## src/verilog/rcflag_pkg.sv

```systemverilog
// Package: reset-cause flag register constants and carrier types
package rcflag_pkg;
   localparam int FLAG_W = 8;
   localparam logic [3:0] ADDR_FLAGS = 4'h0;
   localparam int BIT_STACK_OVERFLOW_FLAG_POS = 7;
   localparam int BIT_STACK_UNDERFLOW_FLAG_POS = 6;
   localparam int BIT_WDWV_POS = 5;
   localparam int BIT_WDTO_POS = 4;
   localparam int BIT_EXTPIN_POS = 3;
   localparam int BIT_RSTINS_POS = 2;
   localparam int BIT_POR_POS = 1;
   localparam int BIT_BOR_POS = 0;
   // Value forced at a power-on reset
   localparam logic [7:0] FLAGS_POR_VAL = 8'h3C;
   // Event strobes from on-chip sources
   typedef struct packed {
      logic stackOverflow;
      logic stackUnderflow;
      logic windowViolation;
      logic watchdogTimeout;
      logic externalPinReset;
      logic resetInstruction;
      logic brownoutReset;
   } rcflag_events_t;
endpackage

```

## src/verilog/rcflag_reset_cause_flag_register.sv

```systemverilog
// Reset-cause flag register with register port and hardware event inputs
// Operation
// Stack overflow sets bit 7, zero at power-on, held until firmware clears it.
// Stack underflow sets bit 6, zero at power-on, cleared only by firmware write.
// A badly timed watchdog clear clears bit 5, which is one at power-on and writable.
// A watchdog timeout reset clears bit 4, which otherwise reads one and is writable.
// An external pin reset clears bit 3, which otherwise reads one and is writable.
// A reset instruction clears bit 2, which otherwise reads one and is writable.
// Power-on reset clears bit 1 and firmware sets it back to one afterwards.
// Brown-out reset clears bit 0 and firmware sets it to one after power-on or brown-out.
// Resets other than power-on leave every flag alone except their own cause flag.
//
// The implementer's own choices: the strobed register port and the register addresses.
`timescale 1ns/1ps
`default_nettype none
module rcflag_reset_cause_flag_register (
   // Clock and power-on reset
   input wire logic clk,
   input wire logic rst_n,
   // Reset and fault event strobes and the external reset pin level
   input wire rcflag_pkg::rcflag_events_t events,
   input wire logic externalResetPin,
   // Register port
   input wire logic [3:0] addr,
   input wire logic [7:0] wrData,
   input wire logic wrEn,
   input wire logic rdEn,
   output logic [7:0] rdData,
   // Live flag view
   output logic [7:0] flags
);
   logic pinSync;
   logic pinSyncDly;
   logic pinEvent;
   logic flagWrite;
   logic flagRead;
   // One flop per flag, gathered into the register image
   logic stackOverflowFlag;
   logic stackUnderflowFlag;
   logic watchdogWindowViolationFlag;
   logic watchdogTimeoutResetFlagN;
   logic externalResetPinFlagN;
   logic resetInstructionFlagN;
   logic powerOnResetFlagN;
   logic brownoutResetFlagN;

   // Register port address decode
   function automatic logic addrHit(input logic [3:0] a);
      addrHit = (a == rcflag_pkg::ADDR_FLAGS);
   endfunction

   rcflag_sync u_sync (
      .clk(clk),
      .rst_n(rst_n),
      .asyncIn(externalResetPin),
      .syncOut(pinSync)
   );

   always_ff @(posedge clk or negedge rst_n) begin
      if (!rst_n) begin
         pinSyncDly <= 1'b0;
      end else begin
         pinSyncDly <= pinSync;
      end
   end

   // Pin assertion edge, or strobe from reset logic
   assign pinEvent = (pinSync & ~pinSyncDly) | events.externalPinReset;
   assign flagWrite = wrEn && addrHit(addr);
   assign flagRead = rdEn && addrHit(addr);

   // Hardware event wins over a same-cycle firmware write of its bit
   // each flop moves only on its own cause or a write

   // overflow sets
   always_ff @(posedge clk or negedge rst_n) begin
      if (!rst_n) begin
         stackOverflowFlag <= rcflag_pkg::FLAGS_POR_VAL[rcflag_pkg::BIT_STACK_OVERFLOW_FLAG_POS];
      end else if (events.stackOverflow) begin
         stackOverflowFlag <= 1'b1;
      end else if (flagWrite) begin
         stackOverflowFlag <= wrData[rcflag_pkg::BIT_STACK_OVERFLOW_FLAG_POS];
      end
   end

   // underflow sets
   always_ff @(posedge clk or negedge rst_n) begin
      if (!rst_n) begin
         stackUnderflowFlag <= rcflag_pkg::FLAGS_POR_VAL[rcflag_pkg::BIT_STACK_UNDERFLOW_FLAG_POS];
      end else if (events.stackUnderflow) begin
         stackUnderflowFlag <= 1'b1;
      end else if (flagWrite) begin
         stackUnderflowFlag <= wrData[rcflag_pkg::BIT_STACK_UNDERFLOW_FLAG_POS];
      end
   end

   // window violation clears
   always_ff @(posedge clk or negedge rst_n) begin
      if (!rst_n) begin
         watchdogWindowViolationFlag <= rcflag_pkg::FLAGS_POR_VAL[rcflag_pkg::BIT_WDWV_POS];
      end else if (events.windowViolation) begin
         watchdogWindowViolationFlag <= 1'b0;
      end else if (flagWrite) begin
         watchdogWindowViolationFlag <= wrData[rcflag_pkg::BIT_WDWV_POS];
      end
   end

   // watchdog timeout clears
   always_ff @(posedge clk or negedge rst_n) begin
      if (!rst_n) begin
         watchdogTimeoutResetFlagN <= rcflag_pkg::FLAGS_POR_VAL[rcflag_pkg::BIT_WDTO_POS];
      end else if (events.watchdogTimeout) begin
         watchdogTimeoutResetFlagN <= 1'b0;
      end else if (flagWrite) begin
         watchdogTimeoutResetFlagN <= wrData[rcflag_pkg::BIT_WDTO_POS];
      end
   end

   // pin reset clears
   always_ff @(posedge clk or negedge rst_n) begin
      if (!rst_n) begin
         externalResetPinFlagN <= rcflag_pkg::FLAGS_POR_VAL[rcflag_pkg::BIT_EXTPIN_POS];
      end else if (pinEvent) begin
         externalResetPinFlagN <= 1'b0;
      end else if (flagWrite) begin
         externalResetPinFlagN <= wrData[rcflag_pkg::BIT_EXTPIN_POS];
      end
   end

   // instruction clears
   always_ff @(posedge clk or negedge rst_n) begin
      if (!rst_n) begin
         resetInstructionFlagN <= rcflag_pkg::FLAGS_POR_VAL[rcflag_pkg::BIT_RSTINS_POS];
      end else if (events.resetInstruction) begin
         resetInstructionFlagN <= 1'b0;
      end else if (flagWrite) begin
         resetInstructionFlagN <= wrData[rcflag_pkg::BIT_RSTINS_POS];
      end
   end

   // power-on clears, firmware sets
   always_ff @(posedge clk or negedge rst_n) begin
      if (!rst_n) begin
         powerOnResetFlagN <= rcflag_pkg::FLAGS_POR_VAL[rcflag_pkg::BIT_POR_POS];
      end else if (flagWrite) begin
         powerOnResetFlagN <= wrData[rcflag_pkg::BIT_POR_POS];
      end
   end

   // brown-out clears
   always_ff @(posedge clk or negedge rst_n) begin
      if (!rst_n) begin
         brownoutResetFlagN <= rcflag_pkg::FLAGS_POR_VAL[rcflag_pkg::BIT_BOR_POS];
      end else if (events.brownoutReset) begin
         brownoutResetFlagN <= 1'b0;
      end else if (flagWrite) begin
         brownoutResetFlagN <= wrData[rcflag_pkg::BIT_BOR_POS];
      end
   end

   // Register image from the flag flops
   always_comb begin
      flags = 8'h00;
      flags[rcflag_pkg::BIT_STACK_OVERFLOW_FLAG_POS] = stackOverflowFlag;
      flags[rcflag_pkg::BIT_STACK_UNDERFLOW_FLAG_POS] = stackUnderflowFlag;
      flags[rcflag_pkg::BIT_WDWV_POS] = watchdogWindowViolationFlag;
      flags[rcflag_pkg::BIT_WDTO_POS] = watchdogTimeoutResetFlagN;
      flags[rcflag_pkg::BIT_EXTPIN_POS] = externalResetPinFlagN;
      flags[rcflag_pkg::BIT_RSTINS_POS] = resetInstructionFlagN;
      flags[rcflag_pkg::BIT_POR_POS] = powerOnResetFlagN;
      flags[rcflag_pkg::BIT_BOR_POS] = brownoutResetFlagN;
   end

   // Read data stand one cycle, zero otherwise
   always_ff @(posedge clk or negedge rst_n) begin
      if (!rst_n) begin
         rdData <= 8'h00;
      end else if (flagRead) begin
         rdData <= flags;
      end else begin
         rdData <= 8'h00;
      end
   end
endmodule
`default_nettype wire

```

## src/verilog/rcflag_sync.sv

```systemverilog
// Two-flop synchroniser for the external reset pin indication
`timescale 1ns/1ps
`default_nettype none
module rcflag_sync (
   // Clock and reset
   input wire logic clk,
   input wire logic rst_n,
   // Asynchronous level in, synchronous level out
   input wire logic asyncIn,
   output logic syncOut
);
   logic stage1;
   always_ff @(posedge clk or negedge rst_n) begin
      if (!rst_n) begin
         stage1 <= 1'b0;
         syncOut <= 1'b0;
      end else begin
         stage1 <= asyncIn;
         syncOut <= stage1;
      end
   end
endmodule
`default_nettype wire
```

## config.mk

```make
export PLATFORM = sky130hd
export DESIGN_NAME = rcflag_reset_cause_flag_register
export DESIGN_NICKNAME = d
export VERILOG_FILES = /design/src/verilog/rcflag_pkg.sv /design/src/verilog/rcflag_reset_cause_flag_register.sv /design/src/verilog/rcflag_sync.sv
export SDC_FILE = /design/constraint.sdc
export NUM_CORES = 1
export LEC_CHECK = 0
export ABC_AREA = 0
export ABC_CLOCK_PERIOD_IN_PS = 1050
export BUFFER_PORTS_ARGS = -buffer_cell sky130_fd_sc_hd__buf_2
export CELL_PAD_IN_SITES_DETAIL_PLACEMENT = 1
export CELL_PAD_IN_SITES_GLOBAL_PLACEMENT = 2
export CORE_MARGIN = 2
export CORE_UTILIZATION = 26
export DETAILED_ROUTE_END_ITERATION = 8
export HOLD_SLACK_MARGIN = 0.02
export PLACE_DENSITY = 0.74
export RECOVER_POWER = 50
export SYNTH_ARGS = -nofsm -noshare
export SYNTH_HDL_FRONTEND = slang
export SYNTH_HIERARCHICAL = 1
export SYNTH_SLANG_ARGS = --single-unit
```

## constraint.sdc

```tcl
create_clock -name clk -period 1.05 [get_ports clk]
set_input_delay 0.0525 -clock clk [delete_from_list [all_inputs] [get_ports clk]]
set_output_delay 0.0525 -clock clk [all_outputs]
set_load 0.01 [all_outputs]
```

==> Word-level counts from Yosys, hierarchy flattened <==
Index checks and enable logic that the tools add are counted.
{ "word_totals": {"regBits": 19, "input_bits": 24, "output_inout_bits": 16, "wordCells": 40} }
{ "op_classes": {"muxes": 15, "n_bitwise": 3, "reduce_logical": 10} }
{ "ops": {"columns": ["operator", "count"], "rows": [
  ["2-to-1 mux 1 bit", 14],
  ["nonzero test 2 bit", 7],
  ["2-to-1 mux 8 bit", 1],
  ["zero test 4 bit", 1],
  ["logical AND 1 bit", 2],
  ["AND 1 bit", 1],
  ["NOT 1 bit", 1],
  ["bitwise OR 1 bit", 1]
]} }

==> Logic depth before layout (Yosys ltp) <==
Gate-level depths: netlist (run 1).
{ "logic_depth": {"ltp_word": 4, "ltp_mapped": 4, "mapped_depth_nobuf": 3} }

==> Cells and area by module <==
Netlist (run 1), hierarchy kept.
{ "modules_own_cells": {"columns": ["mod", "instances", "cells_per_inst", "area_each_um2", "seq_area_each_um2"], "rows": [
  ["rcflag_reset_cause_flag_register", 1, 61, 738.2, 430.4],
  ["rcflag_sync", 1, 2, 50.0, 50.0]
]} }

==> Worst setup path after synthesis (run 1) <==
OpenSTA, ideal clock, no wires.
{ "synth_timing": {"path_kind": "input to register", "from": "input addr[1]", "to": "register powerOnResetFlagN", "setup_ns": 0.125, "arrival_time_ns": 0.943, "required_time_ns": 0.925, "path_slack_ns": -0.018, "stages": 4, "path_buffers": 1, "path_cell_list": "nor4_2 and2_1 buf_6 mux2_4"} }
{ "synth_via": {"elab_chain_len": 2} }
{ "synth_lines": {"columns": ["element", "line_no", "text"], "rows": [
  ["from (decl)", "rcflag_reset_cause_flag_register.sv:24", "input wire logic [3:0] addr,"],
  ["zero test 4 bit", "rcflag_reset_cause_flag_register.sv:49", "addrHit = (a == rcflag_pkg::ADDR_FLAGS);"],
  ["logical AND 1 bit", "rcflag_reset_cause_flag_register.sv:69", "assign flagWrite = wrEn && addrHit(addr);"],
  ["to (signal assigned)", "rcflag_reset_cause_flag_register.sv:144", "powerOnResetFlagN <= rcflag_pkg::FLAGS_POR_VAL[rcflag_pkg::BIT_POR_POS];"],
  ["to (signal assigned)", "rcflag_reset_cause_flag_register.sv:146", "powerOnResetFlagN <= wrData[rcflag_pkg::BIT_POR_POS];"],
  ["to (decl)", "rcflag_reset_cause_flag_register.sv:44", "logic powerOnResetFlagN;"]
]} }
No other way between the ends.
A chain may end at the register's enable or synchronous reset.

==> Worst setup path in the final report (run 1) <==
{ "layout_timing": {"from": "register externalResetPinFlagN", "to": "output flags[3]"} }
{ "layout_lines": {"columns": ["element", "line_no", "text"], "rows": [
  ["from (decl)", "rcflag_reset_cause_flag_register.sv:42", "logic externalResetPinFlagN;"],
  ["from (signal assigned)", "rcflag_reset_cause_flag_register.sv:122", "externalResetPinFlagN <= rcflag_pkg::FLAGS_POR_VAL[rcflag_pkg::BIT_EXTPIN_POS];"],
  ["from (signal assigned)", "rcflag_reset_cause_flag_register.sv:126", "externalResetPinFlagN <= wrData[rcflag_pkg::BIT_EXTPIN_POS];"],
  ["to (decl)", "rcflag_reset_cause_flag_register.sv:30", "output logic [7:0] flags"]
]} }
No word-level cell between the ends.

==> results of run 1 <==
==> how the worst max path moves through the flow <==
stage | start | slack [ns] | end | depth (start not counted)
2_1_floorplan | addr[1] | 0.02 | powerOnResetFlagN | 4
3_3_place_gp | addr[1] | -0.02 | powerOnResetFlagN | 4
3_5_place_dp | addr[1] | -0.05 | externalResetPinFlagN | 5
4_1_cts | externalResetPinFlagN | 0.01 | flags[3] | 1
5_1_grt | externalResetPinFlagN | -0.0008 | flags[3] | 1
6_report | externalResetPinFlagN | 0.04 | flags[3] | 1
==> through the flow <==
step | power (uW) | instance area (um^2)
2_1_floorplan | 835 | 797
3_3_place_gp | 909 | 977
3_5_place_dp | 913 | 977
4_1_cts | 1310 | 1110
5_1_grt | 1340 | 1140
6_report | 1280 | 1140
==> final cells by class <==
| class | count | area (um^2) | share of cell area |
|---|---|---|---|
| clock buffer | 3 | 22.5 | 0.0197 |
| clock inverter | 1 | 5.00 | 0.00439 |
| inverter | 2 | 7.51 | 0.00658 |
| multi-input combinational | 32 | 233 | 0.204 |
| sequential | 19 | 480 | 0.421 |
| tap | 31 | 38.8 | 0.0340 |
| timing repair buffer | 54 | 354 | 0.310 |
==> kinds of logic after synthesis <==
logic type             count (synthesis)  synth area share
muxes                                  4            0.0571
and+or+nand+nor                       22             0.183
DFF                                   19             0.610
AOI/OAI and AO/OA                      6            0.0444
buffers and inverters                 12             0.106
==> timing repair <==
item,in CTS,in global routing
endpoints found under the hold margin,26,0
endpoints found under the setup margin,0,3
hold buffers,11,0
gates resized for setup,0,3
setup buffers,0,1
==> cells in the mapped netlist <==
master / n
nand4b_1: 4
nor2_1: 4
buf_4: 8
nand2b_1: 4
o21ai_0: 4
buf_2: 1
mux2i_1: 3
nor4_2: 1
mux2_4: 1
o211ai_1: 2
and3_1: 8
and2_1: 1
dfrtp_1: 15
buf_6: 1
dfstp_2: 4
inv_1: 2
==> cell usage in the layout (no fill, tap or decap), drive strengths merged, types with 3 or more instances in the layout <==
master        n
and3          8
buf          42
clkbuf        4
dfrtp        15
dfstp         4
dlygate4sd3  11
mux2i         3
nand2b        4
nand4b        4
nor2          4
o21ai         4
==> power breakdown <==
| group | total [uW] | leakage [uW] | internal (uW) | switching [uW] |
|---|---|---|---|---|
| Clock | 353 | 0.0000177 | 141 | 212 |
| Sequential | 768 | 0.000232 | 753 | 14.9 |
| Combinational | 163 | 0.000341 | 94.3 | 69.1 |
| Total | 1280 | 0.000590 | 989 | 296 |
==> routing by layer <==
layer | track usage | vias to the layer above
met1 | 0.146 | 309
met4 | 0.0390 | 0
met5 | 0 | -
met3 | 0.0175 | 0
li1 | - | 305
met2 | 0.208 | 25
==> impl_metrics.ini, run 1 <==
[clock_tree]
clk_pin_slew_ns = 0.11
cts_made_buffers = 3
numClockSinks = 19
clk-insertion-delay-late_ns = 0.29
clock_path_buffers = 2
htree_levels = 1
cts_tree = yes
cts-root-buf = clkbuf_4

[global_route]
grt_max_degree = 20
grt_antenna_before_repair = 0
grt.overflow.total = 0
grt_pass1_vias = 660
track_usage = 0.118
grt_pass1_wl_um = 3040

[power_and_ir_drop]
ir_drop_v = 0.000417
p_leak_uw = 0.000590
p_per_area_nw_per_um2 = 1130

[floorplan]
num_rows = 19
die_x_um = 59.1
pin_count = 40
die_height_um = 59.1
core_area_um2 = 2830
die-area_um2 = 3490
start_util = 0.279

[timing]
fin_tns_setup_ns = 0
setup_slack_ns = 0.0404
worst_pin_slew_ns = 0.461
timing.final.crit_period_ns = 1.01
min_period_over_period = 0.961
fmax_mhz = 991
max_slew_margin = 0.693
rsz0062_at_grt = true
skew_ns = 0.00643
finalMaxSlewViolations = 0
hold_ws_ns = 0.0258
finalHoldViolations = 0
finalSetupViolCount = 0

[setup_path]
setup.worst_path.class = reg -> out
slowest_delay_ns = 0.57
start_kind = flop
reg2reg_depth = 3
arrival_ns = 0.96
path_max_fanout = 3
cp_data_required_time_ns = 1.00
reg2reg_to = resetInstructionFlagN
path_delay_family = flip-flops
crit_chain = buf_6
timing.rr.start = resetInstructionFlagN
crit_path_end_kind = output pin
path_buf_inv = 1
critPathSlowestCell = dfstp_2
r2r_slack_ns = 0.11

[yosys]
synth_top_area_share = 0.476
ys_ff_latch = 19
synth_fp_nets = 87
yosys-top-cells-area = dfrtp_1 (48%), dfstp_2 (13%), buf_4 (7.6%)
yosysTopAreaCell = dfrtp_1
syn_avg_cell_area_um2 = 12.5
yosysUniqueCellTypes = 16
ys_seq_area_frac = 0.610
syn_inst = 63
yosys_warnings = 6
netlist_area_um2 = 788

[layout]
utilization = 0.403
fillCellCount = 324
largest_reg_flops = 8
drive_above_1_share = 0.477
syn_to_final_growth_pct = 44.8
finalNetCount = 136
antennaDiodeCount = 0
top_register = rdData
stdcell_count = 142

[drt]
top_layer = met3
wl_met1_um = 800
antenna_left = 0
num_vias = 639
dr.pass1.iters = 4
drcViolationCount = 0
drt-initial-drc-count = 11
wl_per_cell_um = 13.3
met2_wirelength_um = 988
dr_wl_met3_um = 95
via_per_inst = 4.50
routed_wl_um = 1880

[placement]
hpwl_um = 1380
dp_slack_ns = -0.0523
gp_congestion = 0.634
dp_cells = 126
port_buffers = 39

[worst_hold_path]
holdCritStartpoint = events[5]
min_path_cells = 3
whs_endpoint = stackUnderflowFlag
hp-class = in -> reg

[flow_run]
cap_violations = 0

[run_status]
status = finished, final reports clean
No activity file was read; power rests on OpenSTA's default activity.
==> run 2: changes to the inputs <==
ABC_CLOCK_PERIOD_IN_PS = 1100   (was 1050)
clock period = 1.1 ns   (was 1.05 ns; I/O delays follow)
==> impl_metrics.ini, run 2 (synthesized netlist as in run 1, its figures left out) <==
[layout]
largest_reg_flops = 8
final_cell_mix = buf_2 (38), dfrtp_1 (15), dlygate4sd3_1 (10)
final_common_cell = buf_2
drive_above_1_share = 0.459
fillCellCount = 334
regArea_um2 = 480
syn_to_final_growth_pct = 38.9
design_area_um2 = 1090
multi_input_area_um2 = 224
stdcell_count = 140
antennaDiodeCount = 0
finalNetCount = 134
top_register = rdData

[worst_hold_path]
holdCritStartpoint = wrData[3]
whs_endpoint = externalResetPinFlagN
min_path_cells = 3
hp-class = in -> reg

[power_and_ir_drop]
p_per_area_nw_per_um2 = 1110
pwr-share-comb = 0.121
switching_share = 0.225
power.switching_uw = 275
p_leak_uw = 0.000575
p_clk_frac = 0.279
p_total_uw = 1220
intPower_uw = 944
power_frac_seq = 0.600
ir_drop_v = 0.000326

[placement]
hpwl_um = 1390
gp_congestion = 0.670
dpl_cell_area_um2 = 968
port_buffers = 39
dp_cells = 126

[timing]
skew_ns = 0.00511
min_period_over_period = 0.932
rsz0062_at_grt = false
fmax_mhz = 975
worst_pin_slew_ns = 0.459
timing.final.crit_period_ns = 1.03
max_slew_margin = 0.694
finalSetupViolCount = 0
finalHoldViolations = 0
finalMaxSlewViolations = 0

[clock_tree]
clock_path_buffers = 2
cts-root-buf = clkbuf_4
clk-insertion-delay-late_ns = 0.29
cts_tree = yes
cts-resized-gates = 0
htree_levels = 1
numClockSinks = 19
cts_made_buffers = 3
cts_setup_buffers = 0
clk_pin_slew_ns = 0.10

[global_route]
grt_pass1_vias = 652
track_usage = 0.115
grt_antenna_before_repair = 0
grt_max_degree = 20
grt_pass1_wl_um = 2950
grt.overflow.total = 0

[setup_path]
setup.worst_path.class = reg -> out
timing.rr.start = resetInstructionFlagN
arrival_ns = 0.97
r2r_slack_ns = 0.26
path_max_fanout = 3
critPathSlowestCell = dfstp_2
cp_data_required_time_ns = 1.04
reg2reg_depth = 2
path_buf_inv = 1
start_kind = flop
path_delay_family = flip-flops
crit_chain = buf_2
slowest_delay_ns = 0.56
reg2reg_to = resetInstructionFlagN
crit_path_end_kind = output pin

[floorplan]
die_height_um = 59.1
core_area_um2 = 2830
die-area_um2 = 3490
start_util = 0.279
num_rows = 19
die_x_um = 59.1
pin_count = 40

[drt]
dr.pass1.iters = 4
drcViolationCount = 0
antenna_left = 0
wl_per_cell_um = 13.2
routed_wl_um = 1840
num_vias = 623
via_per_inst = 4.45
drt-initial-drc-count = 6

[run_status]
status = finished, final reports clean

[flow_run]
cap_violations = 0
==> run 2: power by group through the flow <==
stage               sequential [uW]  combinational, uW  clock, uW
floorplan                       741               55.2          0
global placement                745                119          0
detailed placement              746                122          0
CTS                             732                151        355
global route                    735                164        385
finish                          731                148        340
==> run 2: through the flow <==
| step | hold slack (ns) | util | setup TNS (ns) | setup WS (ns) |
|---|---|---|---|---|
| floorplan | -0.241 | - | 0 | 0.0295 |
| global placement | 0.00964 | 0.342 | 0 | 0.00965 |
| detailed placement | 0.0133 | 0.342 | -0.160 | -0.0619 |
| CTS | 0.0204 | 0.387 | 0 | 0.0552 |
| global route | 0.0339 | 0.387 | 0 | 0.0245 |
| finish | 0.00539 | 0.387 | 0 | 0.0747 |
==> run 2: worst min-delay path, delay by kind of cell <==
kind / cells / cell delay [ns]
buffers and inverters: 1 / 0.10
muxes: 1 / 0.07
AOI/OAI and AO/OA: 1 / 0.07
==> run 2: how the worst max path moves through the flow <==
stage                                           start               endpoint  slack, ns  cells after the start
after global placement                        addr[1]      powerOnResetFlagN       0.01                      4
final                       watchdogTimeoutResetFlagN               flags[4]       0.07                      1
after CTS                   watchdogTimeoutResetFlagN               flags[4]       0.06                      1
after floorplan                               addr[1]      powerOnResetFlagN       0.03                      4
after detailed placement                      addr[1]  externalResetPinFlagN      -0.06                      5
after global routing      watchdogWindowViolationFlag               flags[5]       0.02                      1
==> run 2: timing repair <==
| action | in CTS | in global routing |
|---|---|---|
| endpoints found under the hold margin | 25 | 0 |
| hold buffers | 10 | 0 |
| setup endpoints to repair | 0 | 0 |
==> run 2: final cells by class <==
class,instances,area share
clock buffer,4,0.0240
timing repair buffer,52,0.290
multi-input combinational,32,0.205
inverter,2,0.00686
tap,31,0.0354
sequential,19,0.439
==> run 2: metal layers <==
metal | track usage | share of wire
met5 | 0 | 0
met4 | 0.0682 | 0.013
met3 | 0.0240 | 0.059
met2 | 0.183 | 0.49
met1 | 0.145 | 0.44
==> run 3: changes to the inputs <==
==> constraint.sdc (replaced) <==
create_clock -name clk -period 1.1 [get_ports clk]
set_input_delay 0.11 -clock clk [delete_from_list [all_inputs] [get_ports clk]]
set_output_delay 0.11 -clock clk [all_outputs]
set_load 0.01 [all_outputs]
==> impl_metrics.ini, run 3 (synthesized netlist as in run 1, its figures left out) <==
[setup_path]
slowest_delay_ns = 0.57
crit_path_end_kind = output pin
reg2reg_to = resetInstructionFlagN
reg2reg_depth = 4
cp_data_required_time_ns = 0.99
setup.worst_path.class = reg -> out
crit_chain = buf_6
critPathSlowestCell = dfstp_2
path_delay_family = flip-flops
r2r_slack_ns = 0.09
path_max_fanout = 3
start_kind = flop
arrival_ns = 0.96
path_buf_inv = 1
timing.rr.start = resetInstructionFlagN

[drt]
routed_wl_um = 1780
num_vias = 613
via_per_inst = 4.57
drt-initial-drc-count = 11
drcViolationCount = 0
wl_per_cell_um = 13.3
dr.pass1.iters = 4
antenna_left = 0

[global_route]
grt_pass1_wl_um = 2870
grt.overflow.total = 0
track_usage = 0.110
grt_max_degree = 20
grt_pass1_vias = 618
grt_antenna_before_repair = 0

[layout]
regArea_um2 = 480
multi_input_area_um2 = 224
utilization = 0.368
final_common_cell = buf_2
antennaDiodeCount = 0
drive_above_1_share = 0.515
top_register = rdData
syn_to_final_growth_pct = 31.9
fillCellCount = 336
final_cell_mix = buf_2 (36), dfrtp_1 (15), and3_1 (8)
largest_reg_flops = 8
finalNetCount = 128

[power_and_ir_drop]
p_per_area_nw_per_um2 = 1150
p_leak_uw = 0.000552
ir_drop_v = 0.000404

[worst_hold_path]
whs_endpoint = externalResetPinFlagN
min_path_cells = 3
hp-class = in -> reg
holdCritStartpoint = wrData[3]

[timing]
finalHoldViolations = 0
finalSetupViolCount = 0
finalMaxSlewViolations = 0
timing.final.crit_period_ns = 1.07
worst_pin_slew_ns = 0.513
skew_ns = 0.00715
fmax_mhz = 937
min_period_over_period = 0.970
rsz0062_at_grt = true
hold_ws_ns = 0.0491
max_slew_margin = 0.658

[clock_tree]
htree_levels = 1
cts-root-buf = clkbuf_4
clock_path_buffers = 2
cts_tree = yes
clk_pin_slew_ns = 0.11
clk-insertion-delay-late_ns = 0.29
numClockSinks = 19
cts_made_buffers = 3

[floorplan]
pin_count = 40
core_area_um2 = 2830
die-area_um2 = 3490
start_util = 0.279
die_x_um = 59.1
die_height_um = 59.1
num_rows = 19

[placement]
hpwl_um = 1380
gp_congestion = 0.634
port_buffers = 39

[flow_run]
cap_violations = 0

[run_status]
status = finished, final reports clean
run 3: cell type report:
cell class                      count  area share
Clock buffer                        3      0.0217
Clock inverter                      1     0.00481
Inverter                            2     0.00722
Multi-Input combinational cell     32       0.215
Sequential cell                    19       0.462
Tap cell                           31      0.0373
Timing Repair Buffer               46       0.252
run 3: per-layer routing:
metal  share of wire  vias to the layer above  track usage
li1                -                      289            -
met1            0.42                      299        0.140
met2            0.52                       25        0.189
met3           0.061                        0       0.0153
met4               0                        0       0.0390
met5               0                        -            0
run 3: where the power goes:
group	switching (uW)	internal (uW)	total [uW]
Sequential	13.9	719	733
Combinational	59.2	67.4	127
Clock	202	135	336
run 3: worst max path at each step:
| stage | startpoint | endpoint | slack, ns | cells past startpoint |
|---|---|---|---|---|
| 4_1_cts | externalResetPinFlagN | flags[3] | 0.003 | 1 |
| 6_report | externalResetPinFlagN | flags[3] | 0.03 | 1 |
| 2_1_floorplan | addr[1] | powerOnResetFlagN | 0.01 | 4 |
| 3_5_place_dp | addr[1] | externalResetPinFlagN | -0.06 | 5 |
| 3_3_place_gp | addr[1] | powerOnResetFlagN | -0.03 | 4 |
| 5_1_grt | externalResetPinFlagN | flags[3] | -0.01 | 1 |
run 3: repair_timing:
item / CTS / global route
hold endpoints to repair: 16 / 0
endpoints found under the setup margin: 0 / 3
resized for setup: 0 / 2
hold buffers: 2 / 0
setup buffers: 0 / 2
run 3: metrics by stage:
step                      instances  power, uW  instance area, um^2  setup WS [ns]  TNS [ns]
after detailed placement        126        871                  977        -0.0598    -0.214
after global routing            134       1250                 1040        -0.0141   -0.0150
after floorplan                  63        797                  797         0.0122         0
after CTS                       132       1220                 1020        0.00282         0
after global placement          126        868                  977        -0.0306   -0.0896
final                           134       1200                 1040         0.0333         0
